--- src/hw/ulsm_defs.vh ---
`ifndef ULSM_DEFS_VH
`define ULSM_DEFS_VH

// Register offsets on the 3-bit register port.
`define ULSM_A_DATA 3'h0
`define ULSM_A_CTRL 3'h1
`define ULSM_A_MLC 3'h4
`define ULSM_A_LSTAT 3'h5
`define ULSM_A_ISTAT 3'h6
`define ULSM_A_IMASK 3'h7

// Fields of the control register.
`define ULSM_CTRL_FIFO 0
`define ULSM_CTRL_THRIE 1

// Fields of the modem_line_control register.
`define ULSM_MLC_DTR 0
`define ULSM_MLC_RTS 1
`define ULSM_MLC_AUX1 2
`define ULSM_MLC_AUX2 3
`define ULSM_MLC_LOOP 4

// Fields of the line_status register.
`define ULSM_LS_DR 0
`define ULSM_LS_OE 1
`define ULSM_LS_PE 2
`define ULSM_LS_FE 3
`define ULSM_LS_BI 4
`define ULSM_LS_THRE 5
`define ULSM_LS_TEMT 6
`define ULSM_LS_FERR 7

// Fields of the interrupt status and mask registers.
`define ULSM_IRQ_RXDATA 0
`define ULSM_IRQ_LINE 1
`define ULSM_IRQ_THRE 2

// Reset values.
`define ULSM_RST_CTRL 2'h0
`define ULSM_RST_MLC 5'h00
`define ULSM_RST_IRQ 3'h0

// FIFO depth in FIFO mode and in single-holding-register mode.
`define ULSM_DEPTH 5'h10
`define ULSM_DEPTH1 5'h01

`endif

--- src/hw/ulsm_top.v ---
// Summary of operation
// - Interrupt enable 0: pin tristated, loop carrier 1.
// - Interrupt enable 1: pin driven, loop carrier 0.
// - First aux bit drives looped ring only.
// - Request-to-send pin is inverted control bit.
// - Terminal-ready pin is inverted control bit.
// - FIFO error bit while errored chars; read clears.
// - Transmitter empty when holding and shifter empty.
// - Holding empty on shift load; write clears.
// - FIFO mode: empty FIFO sets, write clears.
// - Holding empty with enable raises interrupt.
// - Break flagged; one break char per break in FIFO mode.
// - Framing error reported with head character.
// - Parity error reported with head character.
// - Overrun when full; character dropped, FIFO intact.
// - Data ready while a character waits.
// - Loop-back disconnects pins, routes outputs internally.
//
// Strobed register access and the address map were decided locally.
`timescale 1ns/1ps
`include "ulsm_defs.vh"

module ulsm_top (
	input wire CLOCK,
	input wire RST_B,
	input wire [2:0] ADDR,
	input wire [7:0] WDATA,
	input wire WR,
	input wire RD,
	output reg [7:0] RDATA,
	output wire IRQ,
	input wire RX_CHAR_VALID,
	input wire [7:0] RX_CHAR,
	input wire RX_PAR_ERR,
	input wire RX_FRM_ERR,
	input wire RX_BREAK,
	output wire TX_VALID,
	output wire [7:0] TX_DATA,
	input wire TX_LOAD,
	input wire TX_SHIFT_EMPTY,
	input wire TXD_ENGINE,
	output reg RXD_ENGINE,
	output reg TXD,
	input wire RXD,
	output reg RTS_B,
	output reg DTR_B,
	input wire CTS_B_PIN,
	input wire DSR_B_PIN,
	input wire DCD_B_PIN,
	input wire RI_B_PIN,
	output reg CTS_B_INT,
	output reg DSR_B_INT,
	output reg DCD_B_INT,
	output reg RI_B_INT,
	output reg INT_O,
	output reg INT_OE_B
);

	reg [1:0] ctrl_r;
	reg [4:0] mlc_r;
	reg [2:0] imask_r;
	reg [2:0] istat_r;
	reg [2:0] istat_nxt;
	reg [7:0] rx_dat_r [0:15];
	reg [2:0] rx_flg_r [0:15];
	reg [7:0] tx_dat_r [0:15];
	reg [3:0] rx_wp_r;
	reg [3:0] rx_rp_r;
	reg [4:0] rx_cnt_r;
	reg [3:0] tx_wp_r;
	reg [3:0] tx_rp_r;
	reg [4:0] tx_cnt_r;
	reg [4:0] err_cnt_r;
	reg err_ack_r;
	reg head_ack_r;
	reg ovr_r;
	reg brk_seen_r;
	reg thre_d_r;
	reg [7:0] lstat;

	wire fifo_en = ctrl_r[`ULSM_CTRL_FIFO];
	wire thr_ie = ctrl_r[`ULSM_CTRL_THRIE];
	wire loop = mlc_r[`ULSM_MLC_LOOP];
	wire [4:0] depth = fifo_en ? `ULSM_DEPTH : `ULSM_DEPTH1;
	wire rx_full = (rx_cnt_r == depth);
	wire rx_empty = (rx_cnt_r == 5'h00);
	wire tx_full = (tx_cnt_r == depth);
	wire tx_empty = (tx_cnt_r == 5'h00);
	wire [2:0] rx_in_flg = {RX_BREAK, RX_FRM_ERR, RX_PAR_ERR};
	wire rx_in_err = |rx_in_flg;
	wire [2:0] head_flg = rx_flg_r[rx_rp_r];

	// A break keeps arriving as zero characters; in FIFO mode only the first one is stored.
	wire brk_drop = fifo_en & RX_BREAK & brk_seen_r;
	wire rx_take = RX_CHAR_VALID & ~brk_drop;
	wire rx_push = rx_take & ~rx_full;
	wire rx_ovr = rx_take & rx_full;
	wire rd_data = RD & (ADDR == `ULSM_A_DATA);
	wire rd_lstat = RD & (ADDR == `ULSM_A_LSTAT);
	wire rx_pop = rd_data & ~rx_empty;
	wire tx_push = WR & (ADDR == `ULSM_A_DATA) & ~tx_full;
	wire tx_pop = TX_LOAD & ~tx_empty;
	wire ctrl_wr = WR & (ADDR == `ULSM_A_CTRL);
	wire fifo_flush = ctrl_wr & (WDATA[`ULSM_CTRL_FIFO] != fifo_en);

	// Holding empty is simply an empty queue: one deep outside FIFO mode.
	wire thre = tx_empty;
	wire temt = tx_empty & TX_SHIFT_EMPTY;

	// Per-entry storage of both queues; writes go to the entry under the pointer.
	genvar gi;
	generate
		for (gi = 0; gi < 16; gi = gi + 1) begin : g_entry
			always @(posedge CLOCK) begin
				if (rx_push && rx_wp_r == gi) begin
					rx_dat_r[gi] <= RX_CHAR;
					rx_flg_r[gi] <= rx_in_flg;
				end
				if (tx_push && tx_wp_r == gi) begin
					tx_dat_r[gi] <= WDATA;
				end
			end
		end
	endgenerate

	assign TX_VALID = ~tx_empty;
	assign TX_DATA = tx_dat_r[tx_rp_r];

	// Receive queue pointers and count; a mode change empties both queues.
	always @(posedge CLOCK or negedge RST_B) begin
		if (!RST_B) begin
			rx_wp_r <= 4'h0;
			rx_rp_r <= 4'h0;
			rx_cnt_r <= 5'h00;
		end else if (fifo_flush) begin
			rx_wp_r <= 4'h0;
			rx_rp_r <= 4'h0;
			rx_cnt_r <= 5'h00;
		end else begin
			if (rx_push) begin
				rx_wp_r <= fifo_en ? rx_wp_r + 4'h1 : 4'h0;
			end
			if (rx_pop) begin
				rx_rp_r <= fifo_en ? rx_rp_r + 4'h1 : 4'h0;
			end
			rx_cnt_r <= rx_cnt_r + {4'h0, rx_push} - {4'h0, rx_pop};
		end
	end

	// Transmit queue pointers and count; full writes are dropped silently.
	always @(posedge CLOCK or negedge RST_B) begin
		if (!RST_B) begin
			tx_wp_r <= 4'h0;
			tx_rp_r <= 4'h0;
			tx_cnt_r <= 5'h00;
		end else if (fifo_flush) begin
			tx_wp_r <= 4'h0;
			tx_rp_r <= 4'h0;
			tx_cnt_r <= 5'h00;
		end else begin
			if (tx_push) begin
				tx_wp_r <= fifo_en ? tx_wp_r + 4'h1 : 4'h0;
			end
			if (tx_pop) begin
				tx_rp_r <= fifo_en ? tx_rp_r + 4'h1 : 4'h0;
			end
			tx_cnt_r <= tx_cnt_r + {4'h0, tx_push} - {4'h0, tx_pop};
		end
	end

	// Break tracking: armed by a stored break, released by any normal character.
	always @(posedge CLOCK or negedge RST_B) begin
		if (!RST_B) begin
			brk_seen_r <= 1'b0;
		end else if (RX_CHAR_VALID) begin
			brk_seen_r <= RX_BREAK & (brk_seen_r | rx_push);
		end
	end

	// Errored entries are counted so the summary bit never scans the array.
	always @(posedge CLOCK or negedge RST_B) begin
		if (!RST_B) begin
			err_cnt_r <= 5'h00;
		end else if (fifo_flush) begin
			err_cnt_r <= 5'h00;
		end else begin
			err_cnt_r <= err_cnt_r + {4'h0, rx_push & rx_in_err}
				- {4'h0, rx_pop & (|head_flg)};
		end
	end

	// Acknowledge flags for status reads; a new event in the same cycle wins.
	always @(posedge CLOCK or negedge RST_B) begin
		if (!RST_B) begin
			err_ack_r <= 1'b0;
			head_ack_r <= 1'b0;
			ovr_r <= 1'b0;
		end else begin
			if (rx_push & rx_in_err) begin
				err_ack_r <= 1'b0;
			end else if (rd_lstat) begin
				err_ack_r <= 1'b1;
			end
			if (rx_pop | (rx_push & rx_empty) | fifo_flush) begin
				head_ack_r <= 1'b0;
			end else if (rd_lstat) begin
				head_ack_r <= 1'b1;
			end
			if (rx_ovr) begin
				ovr_r <= 1'b1;
			end else if (rd_lstat) begin
				ovr_r <= 1'b0;
			end
		end
	end

	// Line status is assembled from live queue state and the sticky flags.
	always @* begin
		lstat = 8'h00;
		lstat[`ULSM_LS_DR] = ~rx_empty;
		lstat[`ULSM_LS_OE] = ovr_r;
		lstat[`ULSM_LS_PE] = ~rx_empty & head_flg[0] & ~head_ack_r;
		lstat[`ULSM_LS_FE] = ~rx_empty & head_flg[1] & ~head_ack_r;
		lstat[`ULSM_LS_BI] = ~rx_empty & head_flg[2] & ~head_ack_r;
		lstat[`ULSM_LS_THRE] = thre;
		lstat[`ULSM_LS_TEMT] = temt;
		lstat[`ULSM_LS_FERR] = fifo_en & (err_cnt_r != 5'h00) & ~err_ack_r;
	end

	// Software-written configuration.
	always @(posedge CLOCK or negedge RST_B) begin
		if (!RST_B) begin
			ctrl_r <= `ULSM_RST_CTRL;
			mlc_r <= `ULSM_RST_MLC;
			imask_r <= `ULSM_RST_IRQ;
		end else if (WR) begin
			case (ADDR)
				`ULSM_A_CTRL: begin
					ctrl_r <= WDATA[1:0];
				end
				`ULSM_A_MLC: begin
					mlc_r <= WDATA[4:0];
				end
				`ULSM_A_IMASK: begin
					imask_r <= WDATA[2:0];
				end
				default: begin
					ctrl_r <= ctrl_r;
				end
			endcase
		end
	end

	// Sticky event bits, write one to clear; an event in the clear cycle survives.
	always @* begin
		istat_nxt = istat_r;
		if (WR && ADDR == `ULSM_A_ISTAT) begin
			istat_nxt = istat_r & ~WDATA[2:0];
		end
		if (rx_push) begin
			istat_nxt[`ULSM_IRQ_RXDATA] = 1'b1;
		end
		if (rx_ovr | (rx_push & rx_in_err)) begin
			istat_nxt[`ULSM_IRQ_LINE] = 1'b1;
		end
		if (thre & ~thre_d_r) begin
			istat_nxt[`ULSM_IRQ_THRE] = 1'b1;
		end
	end

	always @(posedge CLOCK or negedge RST_B) begin
		if (!RST_B) begin
			istat_r <= `ULSM_RST_IRQ;
			thre_d_r <= 1'b1;
		end else begin
			istat_r <= istat_nxt;
			thre_d_r <= thre;
		end
	end

	// Level request to the CPU; the holding-empty term stays up while enabled.
	assign IRQ = (|(istat_r & imask_r)) | (thre & thr_ie);

	// Read data for the cycle after the strobe; unmapped offsets read zero.
	always @(posedge CLOCK or negedge RST_B) begin
		if (!RST_B) begin
			RDATA <= 8'h00;
		end else if (RD) begin
			case (ADDR)
				`ULSM_A_DATA: begin
					RDATA <= rx_empty ? 8'h00 : rx_dat_r[rx_rp_r];
				end
				`ULSM_A_CTRL: begin
					RDATA <= {6'h00, ctrl_r};
				end
				`ULSM_A_MLC: begin
					RDATA <= {3'h0, mlc_r};
				end
				`ULSM_A_LSTAT: begin
					RDATA <= lstat;
				end
				`ULSM_A_ISTAT: begin
					RDATA <= {5'h00, istat_r};
				end
				`ULSM_A_IMASK: begin
					RDATA <= {5'h00, imask_r};
				end
				default: begin
					RDATA <= 8'h00;
				end
			endcase
		end
	end

	// Pin and loop-back routing, all registered so the pins never glitch.
	// In loop-back the line pins idle inactive and inputs are ignored.
	always @(posedge CLOCK or negedge RST_B) begin
		if (!RST_B) begin
			TXD <= 1'b1;
			RXD_ENGINE <= 1'b1;
			RTS_B <= 1'b1;
			DTR_B <= 1'b1;
			CTS_B_INT <= 1'b1;
			DSR_B_INT <= 1'b1;
			DCD_B_INT <= 1'b1;
			RI_B_INT <= 1'b1;
			INT_O <= 1'b0;
			INT_OE_B <= 1'b1;
		end else begin
			TXD <= loop ? 1'b1 : TXD_ENGINE;
			RXD_ENGINE <= loop ? TXD_ENGINE : RXD;
			RTS_B <= loop ? 1'b1 : ~mlc_r[`ULSM_MLC_RTS];
			DTR_B <= loop ? 1'b1 : ~mlc_r[`ULSM_MLC_DTR];
			CTS_B_INT <= loop ? ~mlc_r[`ULSM_MLC_RTS] : CTS_B_PIN;
			DSR_B_INT <= loop ? ~mlc_r[`ULSM_MLC_DTR] : DSR_B_PIN;
			DCD_B_INT <= loop ? ~mlc_r[`ULSM_MLC_AUX2] : DCD_B_PIN;
			RI_B_INT <= loop ? ~mlc_r[`ULSM_MLC_AUX1] : RI_B_PIN;
			INT_O <= IRQ;
			INT_OE_B <= ~mlc_r[`ULSM_MLC_AUX2];
		end
	end

endmodule // ulsm_top

--- config.mk ---
export PLATFORM = sky130hd
export DESIGN_NAME = ulsm_top
export DESIGN_NICKNAME = d
export VERILOG_FILES = /design/src/hw/ulsm_top.v
export VERILOG_INCLUDE_DIRS = /design/src /design/src/hw
export SDC_FILE = /design/constraint.sdc
export NUM_CORES = 1
export LEC_CHECK = 0
export ABC_AREA = 1
export BUFFER_PORTS_ARGS = -buffer_cell sky130_fd_sc_hd__buf_2
export CAP_MARGIN = 20
export CORE_MARGIN = 1.5
export CORE_UTILIZATION = 50
export CTS_BUF_LIST = sky130_fd_sc_hd__clkbuf_8
export DETAILED_ROUTE_END_ITERATION = 8
export GPL_ROUTABILITY_DRIVEN = 0
export GPL_TIMING_DRIVEN = 1
export PLACE_DENSITY = 0.76
export SETUP_SLACK_MARGIN = 0.05
export SLEW_MARGIN = 25
export SYNTH_ARGS = -nofsm -noshare
export SYNTH_HDL_FRONTEND = slang
export SYNTH_SLANG_ARGS = --single-unit
--- constraint.sdc ---
create_clock -name CLOCK -period 3.3 [get_ports CLOCK]
set_input_delay 0.33 -clock CLOCK [delete_from_list [all_inputs] [get_ports CLOCK]]
set_output_delay 0.33 -clock CLOCK [all_outputs]
set_load 0.1 [all_outputs]
==> flow_summary.ini <==
[synth]
syn-num-nets = 1505
ys_ff_latch = 371
yosys-top-cells-area = edfxtp_1 (58%), nand2_1 (10%), dfrtp_1 (9.0%), nand3_1 (3.6%), nor2_1 (3.3%)
synth_top_area_cell = edfxtp_1
seq_area_frac_synth_pct = 68.3
synth_flop_cell = edfxtp_1
synth_edf_count = 304
synthesis.area_sq_um = 15800
ys_async_sr_fraction_pct = 18.1
synth_top_area_share_pct = 57.6
netlist_instances = 1439
syn_area_per_cell_sq_um = 11.0
yosysMostFrequentCell = nand2_1
synth-warning-count = 0
yosysUniqueCellTypes = 43
synth_top_cells_by_count = nand2_1 (428), edfxtp_1 (304), nor2_1 (140), nand3_1 (114), inv_1 (92)

[detailed_routing]
first_pass_iters = 5
drt_iter0_markers = 1189
vias = 10988
wl_per_cell_um = 18.3
ant_nets = 0
drc = 0
avgViaCountPerCell = 5.48
routed_wl_um = 36700

[cts]
cts.clk_slew.worst_paths_ns = 0.07
clock_sinks = 371
cts_setup_buffers = 0
cts_buffers = 58
clock-root-buffer = clkbuf_8
cts_tree = done
htreeDepth = 2
cts_buffer_depth = 3
clk_latency_ns = 0.61

[worst_setup_path]
slowest_delay_ns = 0.54
setup.worst_path.start_class = flop
cp_max_fo = 43
cp.arrival_ns = 2.79
endpoint_kind = output port
crit_chain = clkinv_1, buf_12, o21ai_0, o221ai_1, nand4_1, nand2_1, buf_2
path_class = reg -> out
cp_slowest_cell = dfrtp_2
critPathRequiredTime_ns = 2.97

[sta]
fin_hold_ws_ns = 0.0437
tightest_slew_ns = 0.831
slew_viol_final = 0
final_hold_viol_count = 0
rsz0062_at_grt = yes
finalCritPeriodShare_pct = 94.5
finalSetupViolCount = 0
slew_headroom_pct = 44.4
fin_skew_ns = 0.0489
max_freq_ghz = 0.321
setup_tns_ns = 0
min_period_ns = 3.12

[global_route]
grtUsageTotal_pct = 22.7
grt_pass1_wl_um = 57800
grt_pass1_vias = 10808
overflow = 0
grt_start_max_net_pins = 44
antenna_found_initial = 1

[floorplanning]
io_pins = 63
die_y_um = 181
die_x_um = 181
die_area_sq_um = 32800
rows = 64
start_util_pct = 51.2
core_sq_um = 30900

[power_and_ir_drop]
pwr_density_cell_nw_per_um2 = 736
vdd_drop_max_v = 0.000446
p_leak_nw = 7.29

[final_layout]
area_growth_pct = 13.5
drive_above_1_share_pct = 13.9
nNetsFinal = 1624

[placement]
dp_hpwl_um = 24200
portBuffers = 62

[worst_hold_path]
hold_path_class = in -> reg

[status]
status = complete, no violations

[job]
maxCapViolCount = 0
state kept, by name, summed over array words and instances (netlist names), 4 cells and up:
signal     flops
rx_dat_r     128
tx_dat_r     128
rx_flg_r      48
RDATA          8
err_cnt_r      5
mlc_r          5
rx_cnt_r       5
tx_cnt_r       5
rx_rp_r        4
rx_wp_r        4
tx_rp_r        4
tx_wp_r        4
logic make-up (layout without fill, tap and decap cells):
kind of cell | after synthesis | after routing | synth area share (%)
AOI/OAI and AO/OA | 153 | 153 | 5.65
xor gates and xnor gates | 16 | 16 | 0.885
adders and majority gates | 31 | 31 | 2.59
buffers and inverters | 159 | 328 | 4.18
DFF | 371 | 371 | 68.3
other | 0 | 2 | 0
and+or+nand+nor | 709 | 709 | 18.4
power breakdown:
| part | total (W) | leakage, nW | internal, W | switching, W |
|---|---|---|---|---|
| registers | 0.00569 | 3.56 | 0.00545 | 0.000245 |
| clock network | 0.00365 | 0.681 | 0.00187 | 0.00178 |
| logic | 0.00390 | 3.05 | 0.00106 | 0.00284 |
area by class of cell:
class,count,area [sq um]
repair buffers,119,779
well taps,396,495
inverters,99,384
diodes,2,5.00
fillers,2472,12900
multi-input cells,909,4360
clock buffers,67,922
flip-flops and latches,371,10800
clock inverters,43,206
path summary, 6_finish.rpt:
path	startpoint	end	slack (ns)	cells after the start
worst min register to register	mlc_r[3]	INT_OE_B	0.43	1
worst max register to register	rx_rp_r[1]	err_cnt_r[4]	0.19	18
worst max-delay path	tx_rp_r[0]	TX_DATA[3]	0.18	7
worst min-delay path	RD	RDATA[3]	0.04	3
min in group asynchronous	RST_B	tx_rp_r[0]	0.30	2
max in group asynchronous	RST_B	INT_OE_B	2.17	3
cell usage in the layout, fill, tap and decap left out, types with 6 or more instances in the layout:
cell type      count
a21oi_1           24
a311oi_1           8
buf_2             60
buf_4             48
clkbuf_8          67
clkinv_1           9
dfrtp_1           54
dfstp_2           10
dlygate4sd3_1      8
edfxtp_1         304
ha_1              28
inv_1            117
nand2_1          428
nand3_1          114
nand4_1           10
nor2_1           140
o21ai_0           83
o221ai_1           6
o22ai_1           15
xor2_1            13
worst max-delay path, delay by kind of cell (launching register included):
family	cells	cell delay (ns)
simple gates	2	0.42
compound gates	2	0.37
flops	1	0.54
buf+inv	3	0.78
per-layer routing:
metal	up-vias	global-route usage (%)	part of all wire [%]
met5	-	0	0.035
met4	2	8.97	3.3
met3	88	4.01	7.3
met2	470	36.6	48
met1	5271	30.8	42
li1	5157	-	-
through the flow:
step / instance area (sq um) / utilization, % / power (W) / std cells / setup WS, ns
2_1_floorplan: 15800 / - / 0.00865 / 1439 / 0.133
3_3_place_gp: 16700 / 54.1 / 0.00950 / 1886 / 0.290
3_5_place_dp: 16700 / 54.1 / 0.00961 / 1886 / 0.120
4_1_cts: 17900 / 58.1 / 0.0133 / 2004 / 0.0720
5_1_grt: 18000 / 58.1 / 0.0140 / 2004 / 0.00149
6_report: 18000 / 58.2 / 0.0132 / 2006 / 0.180
what timing repair did:
item                                   in CTS  in global routing
hold buffers                                8                  0
endpoints found under the hold margin      32                  0
pin swaps                                   0                  1
gates resized for setup                     2                 11
setup endpoints to repair                   7                  8
No activity file was read; power rests on OpenSTA's default activity.
